==> src/rtl/status_regs.svh <==
// Status register field positions, reserved bit masks and reset values
`ifndef STATUS_REGS_SVH
`define STATUS_REGS_SVH

// ----------------------------------------
// First status register layout
// ----------------------------------------
`define SR0_PTR_HI        15
`define SR0_PTR_LO        13
`define SR0_OVF_BIT       12
`define SR0_SAT_BIT       11
`define SR0_RSV_BIT       10
`define SR0_MASK_BIT      9
`define SR0_PAGE_HI       8
`define SR0_PAGE_LO       0

// ----------------------------------------
// Second status register layout
// ----------------------------------------
`define SR1_BUF_HI        15
`define SR1_BUF_LO        13
`define SR1_RAM_BIT       12
`define SR1_TEST_BIT      11
`define SR1_SIGN_BIT      10
`define SR1_CARRY_BIT     9
`define SR1_XOUT_BIT      4
`define SR1_SHIFT_HI      1
`define SR1_SHIFT_LO      0

// ----------------------------------------
// Reserved bits, all read as one
// ----------------------------------------
`define SR0_RSV_MASK      16'h0400
`define SR1_RSV_MASK      16'h01ec

// ----------------------------------------
// Reset values
// ----------------------------------------
`define RST_PTR           3'h0
`define RST_PAGE          9'h000
`define RST_OVF           1'h0
`define RST_SAT           1'h0
`define RST_MASK          1'h1
`define RST_RAM           1'h0
`define RST_TEST          1'h0
`define RST_SIGN          1'h1
`define RST_CARRY         1'h1
`define RST_XOUT          1'h1
`define RST_SHIFT         2'h0

`endif

==> src/rtl/status_pkg.sv <==
// Types shared by the status register logic
package status_pkg;

  // ----------------------------------------
  // Selectable control bits for set/clear
  // ----------------------------------------
  typedef enum logic [2:0] {
    sel_carry,
    sel_ram,
    sel_mask,
    sel_sat,
    sel_sign,
    sel_test,
    sel_xout
  } bit_sel_type;

  // ----------------------------------------
  // Pointer load sources
  // ----------------------------------------
  typedef enum logic [1:0] {
    ptr_none,
    ptr_indirect,
    ptr_load,
    ptr_modify
  } ptr_src_type;

  // ----------------------------------------
  // Carry update kinds from the ALU
  // ----------------------------------------
  typedef enum logic [2:0] {
    cy_none,
    cy_add,
    cy_sub,
    cy_add_hi,
    cy_sub_hi,
    cy_shift
  } carry_op_type;

endpackage : status_pkg

==> src/rtl/product_scaler.sv <==
// Product shift path from the product holding register to the ALU
`timescale 1ns/10ps
`include "status_regs.svh"

module product_scaler
  import status_pkg::*;
(
  input  wire logic        ref_clk,
  input  wire logic        rst_n,
  input  wire logic        clk_en,
  input  wire logic [1:0]  product_shift_mode,
  input  wire logic [31:0] product_holding_reg,
  output logic      [31:0] scaled_product
);

  logic [31:0] scaled_nxt;

  // ----------------------------------------
  // Shift selection
  // ----------------------------------------
  // Holding register is only read, never rewritten
  always_comb
  begin
    case (product_shift_mode) // see RQ14
      2'h0:    scaled_nxt = product_holding_reg;
      2'h1:    scaled_nxt = {product_holding_reg[30:0], 1'h0};
      2'h2:    scaled_nxt = {product_holding_reg[27:0], 4'h0};
      2'h3:    scaled_nxt = {{6{product_holding_reg[31]}},
                             product_holding_reg[31:6]};
      default: scaled_nxt = product_holding_reg;
    endcase
  end

  // ----------------------------------------
  // Registered output
  // ----------------------------------------
  always_ff @(posedge ref_clk or negedge rst_n)
  begin
    if (!rst_n)
      scaled_product <= 32'h0000_0000;
    else if (clk_en)
      scaled_product <= scaled_nxt; // see RQ15
  end

endmodule : product_scaler

==> src/rtl/cpu_status_flag_registers.sv <==
// Core status registers, their field update logic and mode outputs
`timescale 1ns/10ps
`include "status_regs.svh"

// Operation
// RQ1: New pointer, except via load-status, pushes old pointer into buffer.
// RQ2: Load-status writing buffer also copies that value into pointer.
// RQ3: Pointer selects indirect register; changed by indirect, load, modify, status.
// RQ4: Add carry sets carry; subtract borrow clears it; else opposite.
// RQ5: Shifted-by-16 add may only set, subtract may only clear carry.
// RQ6: Carry is one at reset; shifts, set/clear, load-status update it.
// RQ7: RAM select zero maps blocks to data space; reset clears it.
// RQ8: Direct address is page pointer joined with instruction's seven bits.
// RQ9: Global mask one blocks maskable interrupts; never reset or nonmaskable.
// RQ10: Mask set by reset and trap; set/clear change it; status never.
// RQ11: Overflow flag latches until reset, overflow branch, or load-status.
// RQ12: Saturate enable one clamps accumulator; zero lets it wrap.
// RQ13: Saturate enable changed by set/clear and load-status.
// RQ14: Product shift mode picks none, left one, left four, right six.
// RQ15: Shift applies only on transfer; set by mode instr, status; reset clears.
// RQ16: Sign extend mode one extends shifter data; some instructions ignore it.
// RQ17: Sign extend mode one at reset; set/clear and load-status change it.
// RQ18: Test flag set by bit test, aux compare, or normalize exclusive-or.
// RQ19: Output pin follows output flag; set/clear change it; one at reset.
// RQ20: Reserved bits of both status registers read as one.
// RQ21: First register holds pointer, overflow, saturate, mask, page pointer.
// RQ22: Second register holds buffer, RAM select, test, sign, carry, out, mode.
module cpu_status_flag_registers
  import status_pkg::*;
(
  input  wire logic        ref_clk,
  input  wire logic        rst_n,
  input  wire logic        clk_en,
  input  wire logic        ptr_load,
  input  wire ptr_src_type ptr_src,
  input  wire logic [2:0]  ptr_value,
  input  wire logic        load_status_instr,
  input  wire logic        status_sel_one,
  input  wire logic [15:0] status_wdata,
  input  wire logic        set_control_bit_instr,
  input  wire logic        clear_control_bit_instr,
  input  wire bit_sel_type control_bit_sel,
  input  wire logic        load_page_instr,
  input  wire logic [8:0]  page_value,
  input  wire logic        set_product_mode_instr,
  input  wire logic [1:0]  mode_value,
  input  wire carry_op_type carry_op,
  input  wire logic        alu_carry_out,
  input  wire logic        shift_carry_in,
  input  wire logic        alu_overflow,
  input  wire logic        overflow_branch,
  input  wire logic        trap_taken,
  input  wire logic        test_update,
  input  wire logic        tested_bit,
  input  wire logic        aux_compare_true,
  input  wire logic [1:0]  acc_top_bits,
  input  wire logic        leading_sign_instr_test,
  input  wire logic [6:0]  instr_low_bits,
  input  wire logic        maskable_irq_req,
  input  wire logic        nonmask_irq_req,
  input  wire logic        add_plain_instr,
  input  wire logic [31:0] product_holding_reg,
  output logic [15:0]      cpu_status_zero,
  output logic [15:0]      cpu_status_one,
  output logic [2:0]       aux_register_pointer,
  output logic [15:0]      direct_address,
  output logic             irq_accept,
  output logic             general_output_flag,
  output logic             ram_block_select,
  output logic             saturate_enable,
  output logic             sign_extend_eff,
  output logic [31:0]      scaled_product
);

  // ----------------------------------------
  // Field registers
  // ----------------------------------------
  logic [2:0] ptr_r;
  logic [2:0] buf_r;
  logic       ovf_r;
  logic       sat_r;
  logic       mask_r;
  logic [8:0] page_r;
  logic       ram_r;
  logic       test_r;
  logic       sign_r;
  logic       carry_r;
  logic       xout_r;
  logic [1:0] shift_r;

  logic       load_s0;
  logic       load_s1;

  assign load_s0 = load_status_instr && !status_sel_one;
  assign load_s1 = load_status_instr && status_sel_one;

  // Set/clear decode shared by all control bits
  function automatic logic bit_hit(input logic op,
                                   input bit_sel_type sel,
                                   input bit_sel_type want);
    bit_hit = op && (sel == want);
  endfunction : bit_hit

  // ----------------------------------------
  // Pointer and buffer
  // ----------------------------------------
  always_ff @(posedge ref_clk or negedge rst_n)
  begin
    if (!rst_n)
    begin
      ptr_r <= `RST_PTR;
      buf_r <= `RST_PTR;
    end
    else if (clk_en)
    begin
      if (load_s1)
      begin
        buf_r <= status_wdata[`SR1_BUF_HI:`SR1_BUF_LO];
        ptr_r <= status_wdata[`SR1_BUF_HI:`SR1_BUF_LO]; // see RQ2
      end
      else if (load_s0)
        ptr_r <= status_wdata[`SR0_PTR_HI:`SR0_PTR_LO]; // see RQ1
      else if (ptr_load && ptr_src != ptr_none)
      begin
        buf_r <= ptr_r; // see RQ1
        ptr_r <= ptr_value; // see RQ3
      end
    end
  end

  // ----------------------------------------
  // Carry
  // ----------------------------------------
  always_ff @(posedge ref_clk or negedge rst_n)
  begin
    if (!rst_n)
      carry_r <= `RST_CARRY; // see RQ6
    else if (clk_en)
    begin
      if (load_s1)
        carry_r <= status_wdata[`SR1_CARRY_BIT];
      else if (bit_hit(set_control_bit_instr, control_bit_sel, sel_carry))
        carry_r <= 1'h1;
      else if (bit_hit(clear_control_bit_instr, control_bit_sel, sel_carry))
        carry_r <= 1'h0;
      else
        case (carry_op)
          cy_add:    carry_r <= alu_carry_out; // see RQ4
          cy_sub:    carry_r <= alu_carry_out; // see RQ4
          cy_add_hi: carry_r <= carry_r | alu_carry_out; // see RQ5
          cy_sub_hi: carry_r <= carry_r & alu_carry_out; // see RQ5
          cy_shift:  carry_r <= shift_carry_in; // see RQ6
          default:   carry_r <= carry_r;
        endcase
    end
  end

  // ----------------------------------------
  // Overflow flag and saturate mode
  // ----------------------------------------
  // Overflow event wins over a same-cycle clear
  always_ff @(posedge ref_clk or negedge rst_n)
  begin
    if (!rst_n)
      ovf_r <= `RST_OVF;
    else if (clk_en)
    begin
      if (alu_overflow)
        ovf_r <= 1'h1; // see RQ11
      else if (overflow_branch || load_s0)
        ovf_r <= load_s0 ? status_wdata[`SR0_OVF_BIT] : 1'h0; // see RQ11
    end
  end

  always_ff @(posedge ref_clk or negedge rst_n)
  begin
    if (!rst_n)
      sat_r <= `RST_SAT;
    else if (clk_en)
    begin
      if (load_s0)
        sat_r <= status_wdata[`SR0_SAT_BIT]; // see RQ13
      else if (bit_hit(set_control_bit_instr, control_bit_sel, sel_sat))
        sat_r <= 1'h1; // see RQ13
      else if (bit_hit(clear_control_bit_instr, control_bit_sel, sel_sat))
        sat_r <= 1'h0; // see RQ13
    end
  end

  // ----------------------------------------
  // Global interrupt mask
  // ----------------------------------------
  // Load-status leaves it alone so a restore cannot reopen interrupts
  always_ff @(posedge ref_clk or negedge rst_n)
  begin
    if (!rst_n)
      mask_r <= `RST_MASK; // see RQ10
    else if (clk_en)
    begin
      if (trap_taken)
        mask_r <= 1'h1; // see RQ10
      else if (bit_hit(set_control_bit_instr, control_bit_sel, sel_mask))
        mask_r <= 1'h1; // see RQ10
      else if (bit_hit(clear_control_bit_instr, control_bit_sel, sel_mask))
        mask_r <= 1'h0; // see RQ10
    end
  end

  // ----------------------------------------
  // Data page pointer
  // ----------------------------------------
  always_ff @(posedge ref_clk or negedge rst_n)
  begin
    if (!rst_n)
      page_r <= `RST_PAGE;
    else if (clk_en)
    begin
      if (load_s0)
        page_r <= status_wdata[`SR0_PAGE_HI:`SR0_PAGE_LO]; // see RQ8
      else if (load_page_instr)
        page_r <= page_value; // see RQ8
    end
  end

  // ----------------------------------------
  // RAM select, sign extend, output flag
  // ----------------------------------------
  always_ff @(posedge ref_clk or negedge rst_n)
  begin
    if (!rst_n)
    begin
      ram_r  <= `RST_RAM; // see RQ7
      sign_r <= `RST_SIGN; // see RQ17
      xout_r <= `RST_XOUT; // see RQ19
    end
    else if (clk_en)
    begin
      if (load_s1)
      begin
        ram_r  <= status_wdata[`SR1_RAM_BIT]; // see RQ7
        sign_r <= status_wdata[`SR1_SIGN_BIT]; // see RQ17
      end
      else
      begin
        if (bit_hit(set_control_bit_instr, control_bit_sel, sel_ram))
          ram_r <= 1'h1; // see RQ7
        else if (bit_hit(clear_control_bit_instr, control_bit_sel, sel_ram))
          ram_r <= 1'h0; // see RQ7
        if (bit_hit(set_control_bit_instr, control_bit_sel, sel_sign))
          sign_r <= 1'h1; // see RQ17
        else if (bit_hit(clear_control_bit_instr, control_bit_sel, sel_sign))
          sign_r <= 1'h0; // see RQ17
      end
      if (bit_hit(set_control_bit_instr, control_bit_sel, sel_xout))
        xout_r <= 1'h1; // see RQ19
      else if (bit_hit(clear_control_bit_instr, control_bit_sel, sel_xout))
        xout_r <= 1'h0; // see RQ19
    end
  end

  // ----------------------------------------
  // Test/control flag
  // ----------------------------------------
  always_ff @(posedge ref_clk or negedge rst_n)
  begin
    if (!rst_n)
      test_r <= `RST_TEST;
    else if (clk_en)
    begin
      if (load_s1)
        test_r <= status_wdata[`SR1_TEST_BIT];
      else if (bit_hit(set_control_bit_instr, control_bit_sel, sel_test))
        test_r <= 1'h1;
      else if (bit_hit(clear_control_bit_instr, control_bit_sel, sel_test))
        test_r <= 1'h0;
      else if (leading_sign_instr_test)
        test_r <= acc_top_bits[1] ^ acc_top_bits[0]; // see RQ18
      else if (test_update)
        test_r <= tested_bit | aux_compare_true; // see RQ18
    end
  end

  // ----------------------------------------
  // Product shift mode
  // ----------------------------------------
  always_ff @(posedge ref_clk or negedge rst_n)
  begin
    if (!rst_n)
      shift_r <= `RST_SHIFT; // see RQ15
    else if (clk_en)
    begin
      if (load_s1)
        shift_r <= status_wdata[`SR1_SHIFT_HI:`SR1_SHIFT_LO]; // see RQ15
      else if (set_product_mode_instr)
        shift_r <= mode_value; // see RQ15
    end
  end

  product_scaler u_scaler (
    .ref_clk             (ref_clk),
    .rst_n               (rst_n),
    .clk_en              (clk_en),
    .product_shift_mode  (shift_r),
    .product_holding_reg (product_holding_reg),
    .scaled_product      (scaled_product)
  );

  // ----------------------------------------
  // Read view and mode outputs
  // ----------------------------------------
  always_comb
  begin
    cpu_status_zero = `SR0_RSV_MASK; // see RQ20
    cpu_status_zero[`SR0_PTR_HI:`SR0_PTR_LO] = ptr_r; // see RQ21
    cpu_status_zero[`SR0_OVF_BIT]            = ovf_r;
    cpu_status_zero[`SR0_SAT_BIT]            = sat_r;
    cpu_status_zero[`SR0_MASK_BIT]           = mask_r;
    cpu_status_zero[`SR0_PAGE_HI:`SR0_PAGE_LO] = page_r;
  end

  always_comb
  begin
    cpu_status_one = `SR1_RSV_MASK; // see RQ20
    cpu_status_one[`SR1_BUF_HI:`SR1_BUF_LO]     = buf_r; // see RQ22
    cpu_status_one[`SR1_RAM_BIT]                = ram_r;
    cpu_status_one[`SR1_TEST_BIT]               = test_r;
    cpu_status_one[`SR1_SIGN_BIT]               = sign_r;
    cpu_status_one[`SR1_CARRY_BIT]              = carry_r;
    cpu_status_one[`SR1_XOUT_BIT]               = xout_r;
    cpu_status_one[`SR1_SHIFT_HI:`SR1_SHIFT_LO] = shift_r;
  end

  assign aux_register_pointer = ptr_r; // see RQ3
  assign direct_address       = {page_r, instr_low_bits}; // see RQ8
  // Nonmaskable requests bypass the mask entirely
  assign irq_accept           = nonmask_irq_req
                                | (maskable_irq_req & ~mask_r); // see RQ9
  assign general_output_flag  = xout_r; // see RQ19
  assign ram_block_select     = ram_r; // see RQ7
  assign saturate_enable      = sat_r; // see RQ12
  assign sign_extend_eff      = sign_r & ~add_plain_instr; // see RQ16

endmodule : cpu_status_flag_registers

==> config.mk <==
export PLATFORM = sky130hd
export DESIGN_NAME = cpu_status_flag_registers
export DESIGN_NICKNAME = d
export VERILOG_FILES = /design/src/rtl/status_pkg.sv /design/src/rtl/product_scaler.sv /design/src/rtl/cpu_status_flag_registers.sv
export VERILOG_INCLUDE_DIRS = /design/src /design/src/rtl
export SDC_FILE = /design/constraint.sdc
export NUM_CORES = 1
export LEC_CHECK = 0
export BUFFER_PORTS_ARGS = -buffer_cell sky130_fd_sc_hd__buf_2
export CAP_MARGIN = 40
export CORE_MARGIN = 2
export CORE_UTILIZATION = 40
export CTS_CLUSTER_DIAMETER = 30
export DETAILED_ROUTE_END_ITERATION = 10
export GPL_ROUTABILITY_DRIVEN = 1
export GPL_TIMING_DRIVEN = 1
export PLACE_DENSITY = 0.71
export SYNTH_ARGS = -nofsm -noshare
export SYNTH_HDL_FRONTEND = slang
export SYNTH_SLANG_ARGS = --single-unit
==> constraint.sdc <==
create_clock -name ref_clk -period 2.9 [get_ports ref_clk]
set_input_delay 0.29 -clock ref_clk [delete_from_list [all_inputs] [get_ports ref_clk]]
set_output_delay 0.29 -clock ref_clk [all_outputs]
set_load 0.02 [all_outputs]
==> results_dict.tcl, run 1 <==
set metrics [dict create \
    met2_usage 0.3021 \
    status "completed" \
    required_ns 3.12 \
    dp_hpwl_um 7636 \
    die_w_um 101.9 \
    synth_top_area_cell "dfrtp_1" \
    cts_buffers 9 \
    cts_tree "yes" \
    drtIter0Drc 201 \
    fmax_ghz 0.5515 \
    synthCells 328 \
    dr_total_vias 3170 \
    yosysWarnings 0 \
    avgViaCountPerCell 5.301 \
    max_cap_viol_count 0 \
    powerDensity_mw_per_mm2 617.2 \
    track_usage 0.1937 \
    crit_type "register to register" \
    tightestPinTransition_ns 0.7492 \
    cts-root-buf "clkbuf_8" \
    drc_errors 0 \
    final_cells 598 \
    hold_viol 0 \
    globalRoute.busiestLayer "met2" \
    hold_depth 3 \
    period_needed_ns 1.813 \
    yosys.area.top_type_share 0.3462 \
    grt_start_max_net_pins 46 \
    critical-path-max-stage-delay_ns 0.61 \
    path_cells "buf_12, mux4_1, mux2_2" \
    dr.pass1.iters 4 \
    end_kind "register" \
    area_delta_synth_final_pct 23.42 \
    drive_gt1_frac 0.5406 \
    grt_pass1_wl_um 15650 \
    cts_sinks 57 \
    worst-path-max-fanout 24 \
    maxSlewHeadroom 0.4972 \
    holdPathEnd "mask_r$_DFFE_PN1P_" \
    setup_viol 0 \
    synthDistinctLibCells 48 \
    hold_path.class "primary input to register" \
    insertion_delay_ns 0.34 \
    power_leakage_nw 2.259 \
    yosysMostFrequentCell "dfrtp_1" \
    synth_edf_count 0 \
    ant_nets 0 \
    cts_max_level 3 \
    grt_use_met1 0.2553 \
    worstReg2RegStart "shift_r[0]$_DFFE_PN0P_" \
    gp_congestion 0.8705 \
    antenna_found_initial 0 \
    period_share 0.6252 \
    n_fill_cell 881 \
    regArea_mm2 0.001433 \
    slowest_stage "dfrtp_2" \
    routed_wl_um 9968 \
    synth_ff_type "dfrtp_1" \
    synth_common_cells "dfrtp_1, buf_4, mux4_2, nand2_1" \
    grt_pass1_vias 3104 \
    cts.path.max_buffers 2 \
    r2r_end "u_scaler.scaled_product[5]$_DFFE_PN0P_" \
    coreArea_mm2 0.009284 \
    ir_worst_vdd_uv 247.5 \
    die_y_um 101.9 \
    ff2ff_setup_slack_ns 1.09 \
    rsz0062_at_grt "no" \
    finalMaxSlewViolations 0 \
    grt_util_met3 0.04241 \
    num-nets-final 564 \
    post_drt_wl_per_cell_um 16.67 \
    dp.cells 580 \
    arrival_ns 2.04 \
    start_util 0.4127 \
    yosys-top-cells-area "dfrtp_1, mux4_2, mux2_4" \
    setup-tns-final_ns 0 \
    dieArea_mm2 0.01038 \
    syn_area_mm2 0.003831 \
    ys_seq_area_frac 0.3736 \
    pin_count 189 \
    clk_pin_slew_worst_paths_ns 0.07 \
    multi_input_area_mm2 0.001956 \
    row_count 35 \
    r2r_cells 3 \
    synth-seq-cells 57 \
    min_from "trap_taken" \
    finClkSkew_ns 0.008944 \
    postPlaceCellArea_mm2 0.004521 \
    final_area_mm2 0.004728 \
    synth_area_per_cell_um2 11.68 \
    numPortBuffers 167 \
    async_reset_ff_frac 1.000 \
    grt_overflow_total 0 \
    crit_path_start_kind "register" \
]
cell type report:
cell class / count / share of cell area
Clock inverter: 7 / 0.01508
Multi-Input combinational cell: 210 / 0.4136
Timing Repair Buffer: 175 / 0.1995
Inverter: 10 / 0.007939
Sequential cell: 57 / 0.3030
Clock buffer: 9 / 0.02620
Tap cell: 129 / 0.03414
Antenna cell: 1 / 0.0005292
layer usage:
layer / vias to the layer above / part of all wire
met2: 142 / 0.49
met3: 22 / 0.066
met1: 1561 / 0.42
met5: - / 0
li1: 1445 / -
met4: 0 / 0.026
repair_timing:
action                    4_1_cts  5_1_grt
buffers inserted                0        0
hold endpoints to repair       16        0
hold buffers                    1        0
gates resized for setup         0        0
state kept, by name, indices dropped and copies added, names as in the netlist, 2 cells and up:
register / count
u_scaler.scaled_product: 32
shift_r: 2
buf_r: 3
page_r: 9
aux_register_pointer: 3
where the power goes:
| group | switching (mW) | internal [mW] |
|---|---|---|
| Sequential | 0.118 | 0.961 |
| Clock | 0.347 | 0.394 |
| Combinational | 0.595 | 0.502 |
| Total | 1.06 | 1.86 |
how the worst max path moves through the flow:
| stage | start | endpoint | slack, ns | depth (start not counted) |
|---|---|---|---|---|
| after detailed placement | shift_r[0]$_DFFE_PN0P_ | u_scaler.scaled_product[5]$_DFFE_PN0P_ | 1.09 | 3 |
| after CTS | shift_r[0]$_DFFE_PN0P_ | u_scaler.scaled_product[5]$_DFFE_PN0P_ | 1.07 | 3 |
| final | shift_r[0]$_DFFE_PN0P_ | u_scaler.scaled_product[5]$_DFFE_PN0P_ | 1.09 | 3 |
| after global placement | shift_r[0]$_DFFE_PN0P_ | u_scaler.scaled_product[5]$_DFFE_PN0P_ | 0.92 | 2 |
| after global routing | shift_r[0]$_DFFE_PN0P_ | u_scaler.scaled_product[5]$_DFFE_PN0P_ | 1.00 | 3 |
| after floorplan | shift_r[0]$_DFFE_PN0P_ | u_scaler.scaled_product[10]$_DFFE_PN0P_ | 1.31 | 3 |
through the flow:
stage | hold slack [ns] | total power, mW | worst slack (ns) | utilization
finish | 0.2002 | 2.918 | 1.087 | 0.5093
global route | 0.2045 | 3.095 | 1.003 | 0.5090
CTS | 0.1881 | 2.948 | 1.068 | 0.5090
detailed placement | 0.2818 | 2.195 | 1.085 | 0.4869
global placement | 0.4713 | 2.154 | 0.9234 | 0.4818
floorplan | -0.005591 | 1.894 | 1.310 | -
worst max-delay path: cells and delay by family, from the launching register on:
family                 cells  cell delay, ns
multiplexers               2            0.85
flip-flops                 1            0.61
buffers and inverters      1            0.25
placed cells by master (no fill, tap or decap), types with 3 or more instances in the layout:
cell type     n
a21o_1        3
a21oi_1      12
a221oi_1      3
buf_2       167
buf_4         4
clkbuf_8      9
clkinvlp_4    3
conb_1        7
dfrtp_1      52
dfstp_2       4
inv_1        10
mux2_2        7
mux2_4       22
mux2i_1      14
mux4_2       26
nand2_1      23
nand3b_1      3
nor2_1       11
nor2b_1       6
nor3_1        5
nor3b_1       3
o21ai_0      22
o21ai_1       8
o22ai_1       3
o31ai_1       3
cells by family (layout without fill, tap and decap cells):
family,count (synthesis),count (layout),share of synthesized area
buf+inv,67,201,0.1218
simple gates,61,61,0.08132
other cells,1,8,0.0009788
mux,70,70,0.3031
flops,57,57,0.3736
xor+xnor,2,2,0.004573
compound gates,70,70,0.1146
No activity file was read; power rests on OpenSTA's default activity.
==> run 2, diff against run 1 <==
==> constraint.sdc (replaced) <==
create_clock -name ref_clk -period 1.7 [get_ports ref_clk]
set_input_delay 0.17 -clock ref_clk [delete_from_list [all_inputs] [get_ports ref_clk]]
set_output_delay 0.17 -clock ref_clk [all_outputs]
set_load 0.02 [all_outputs]
==> results_dict.tcl, run 2 (synthesized netlist as in run 1, its figures left out) <==
set metrics [dict create \
    power_leakage_nw 2.291 \
    hold_path.class "primary input to register" \
    coreArea_mm2 0.009284 \
    insertion_delay_ns 0.34 \
    pin_count 189 \
    grt_pass1_vias 2956 \
    dr.pass1.iters 4 \
    n_fill_cell 850 \
    start_util 0.4127 \
    setup_viol 0 \
    ir_worst_vdd_uv 497.2 \
    hold_viol 0 \
    arrival_ns 1.81 \
    cts.path.max_buffers 2 \
    cts_setup_buffers 0 \
    dp.cells 584 \
    final_cells 601 \
    drive_gt1_frac 0.5445 \
    grt_start_max_net_pins 58 \
    die_w_um 101.9 \
    cts-root-buf "clkbuf_8" \
    p_int_mw 3.348 \
    dr_total_vias 3141 \
    r2r_end "u_scaler.scaled_product[30]$_DFFE_PN0P_" \
    powerDensity_mw_per_mm2 1073 \
    p_sw_frac 0.3492 \
    largest_register "u_scaler.scaled_product" \
    finClkSkew_ns 0.01086 \
    max_cap_viol_count 0 \
    cts_sinks 57 \
    cts_resized 0 \
    track_usage 0.1894 \
    diodes 0 \
    cts_max_level 3 \
    post_drt_wl_per_cell_um 16.23 \
    grt_pass1_wl_um 15290 \
    fmax_ghz 0.6305 \
    clk_pin_slew_worst_paths_ns 0.08 \
    gp_congestion 0.8518 \
    status "completed" \
    drc_errors 0 \
    multi_input_area_mm2 0.001956 \
    numPortBuffers 167 \
    final_cell_mix "buf_2, dfrtp_1, mux4_2" \
    grt_use_met1 0.2595 \
    setup-tns-final_ns 0 \
    power.switching_mw 1.797 \
    cts_buffers 9 \
    combinationalPowerShare 0.372 \
    die_y_um 101.9 \
    finalMaxSlewViolations 0 \
    met2_usage 0.2996 \
    rsz0062_at_grt "no" \
    endpoint "u_scaler.scaled_product[30]$_DFFE_PN0P_" \
    ant_nets 0 \
    ff2ff_setup_slack_ns 0.11 \
    row_count 35 \
    worstReg2RegStart "shift_r[1]$_DFFE_PN0P_" \
    clock_power_share 0.273 \
    dieArea_mm2 0.01038 \
    globalRoute.busiestLayer "met2" \
    crit_type "register to register" \
    dp_hpwl_um 7424 \
    period_needed_ns 1.586 \
    r2r_cells 3 \
    final_common_cell "buf_2" \
    pwr-share-seq 0.355 \
    end_kind "register" \
    grt_overflow_total 0 \
    routed_wl_um 9753 \
    antenna_found_initial 0 \
    drtIter0Drc 154 \
    largest_register_ffs 32 \
    reg.largest.list "u_scaler.scaled_product (32), page_r (9)" \
    cts_tree "yes" \
    area_delta_synth_final_pct 25.21 \
    avgViaCountPerCell 5.226 \
    grt_util_met3 0.04514 \
    period_share 0.9329 \
    num-nets-final 568 \
    crit_path_start_kind "register" \
    critPathLaunch "shift_r[1]$_DFFE_PN0P_" \
    regArea_mm2 0.001433 \
    worst-path-max-fanout 23 \
    required_ns 1.93 \
]
-- run 2: changes by cell type in the layout (fill, tap and decap cells not counted) --
cell        previous run  this run
diode_2                1         0
buf_16                 1         0
bufinv_16              1         2
clkinvlp_4             3         4
clkinv_4               1         0
clkinv_2               2         1
buf_4                  4         6
buf_12                 2         5
-- run 2: critical path: stages, from the launching register on --
cell and delay [ns]:
dfrtp_1 0.45, buf_12 0.22, mux4_2 0.53, mux2_2 0.28
-- run 2: power groups by stage --
stage | clock, mW | combinational, mW | sequential (mW)
after global placement | 0 | 1.89 | 1.84
after global routing | 1.52 | 2.07 | 1.87
after CTS | 1.45 | 1.93 | 1.83
final | 1.41 | 1.91 | 1.83
after floorplan | 0 | 1.09 | 2.14
after detailed placement | 0 | 1.92 | 1.85
-- run 2: repair_timing --
action | CTS | global route
hold buffers | 1 | 0
endpoints found under the hold margin | 53 | 0
endpoints found under the setup margin | 0 | 0
-- run 2: per-stage QoR --
step | power, mW | setup WS [ns] | hold slack [ns] | area, µm² | utilization
after detailed placement | 3.776 | 0.1099 | 0.1991 | 4568 | 0.4920
after global placement | 3.736 | 0.1303 | 0.1975 | 4568 | 0.4920
after global routing | 5.451 | 0.04358 | 0.09582 | 4797 | 0.5167
after floorplan | 3.231 | 0.1102 | -0.1256 | 3854 | -
final | 5.145 | 0.1140 | 0.08027 | 4797 | 0.5167
after CTS | 5.217 | 0.1054 | 0.06163 | 4797 | 0.5167
-- run 2: area by class of cell --
class,instances,area share
Sequential cell,57,0.2986
Multi-Input combinational cell,210,0.4077
Inverter,10,0.007825
Timing Repair Buffer,179,0.2066
Clock buffer,9,0.02582
Tap cell,129,0.03365
Clock inverter,7,0.01982
-- run 2: how the worst min path moves through the flow --
stage	from	to	slack, ns	depth (start not counted)
after floorplan	rst_n	aux_register_pointer[0]$_DFFE_PN0P_	-0.13	0
after global placement	rst_n	page_r[3]$_DFFE_PN0P_	0.20	2
after detailed placement	rst_n	page_r[3]$_DFFE_PN0P_	0.20	2
after CTS	trap_taken	mask_r$_DFFE_PN1P_	0.06	3
after global routing	status_wdata[10]	sign_r$_DFFE_PN1P_	0.1	3
final	trap_taken	mask_r$_DFFE_PN1P_	0.08	3
-- run 2: routing by layer --
layer  routed length (µm)  up-vias
met4                  115        0
li1                     -     1453
met5                    0        -
met3                  706       11
met1                 4169     1553
met2                 4762      124
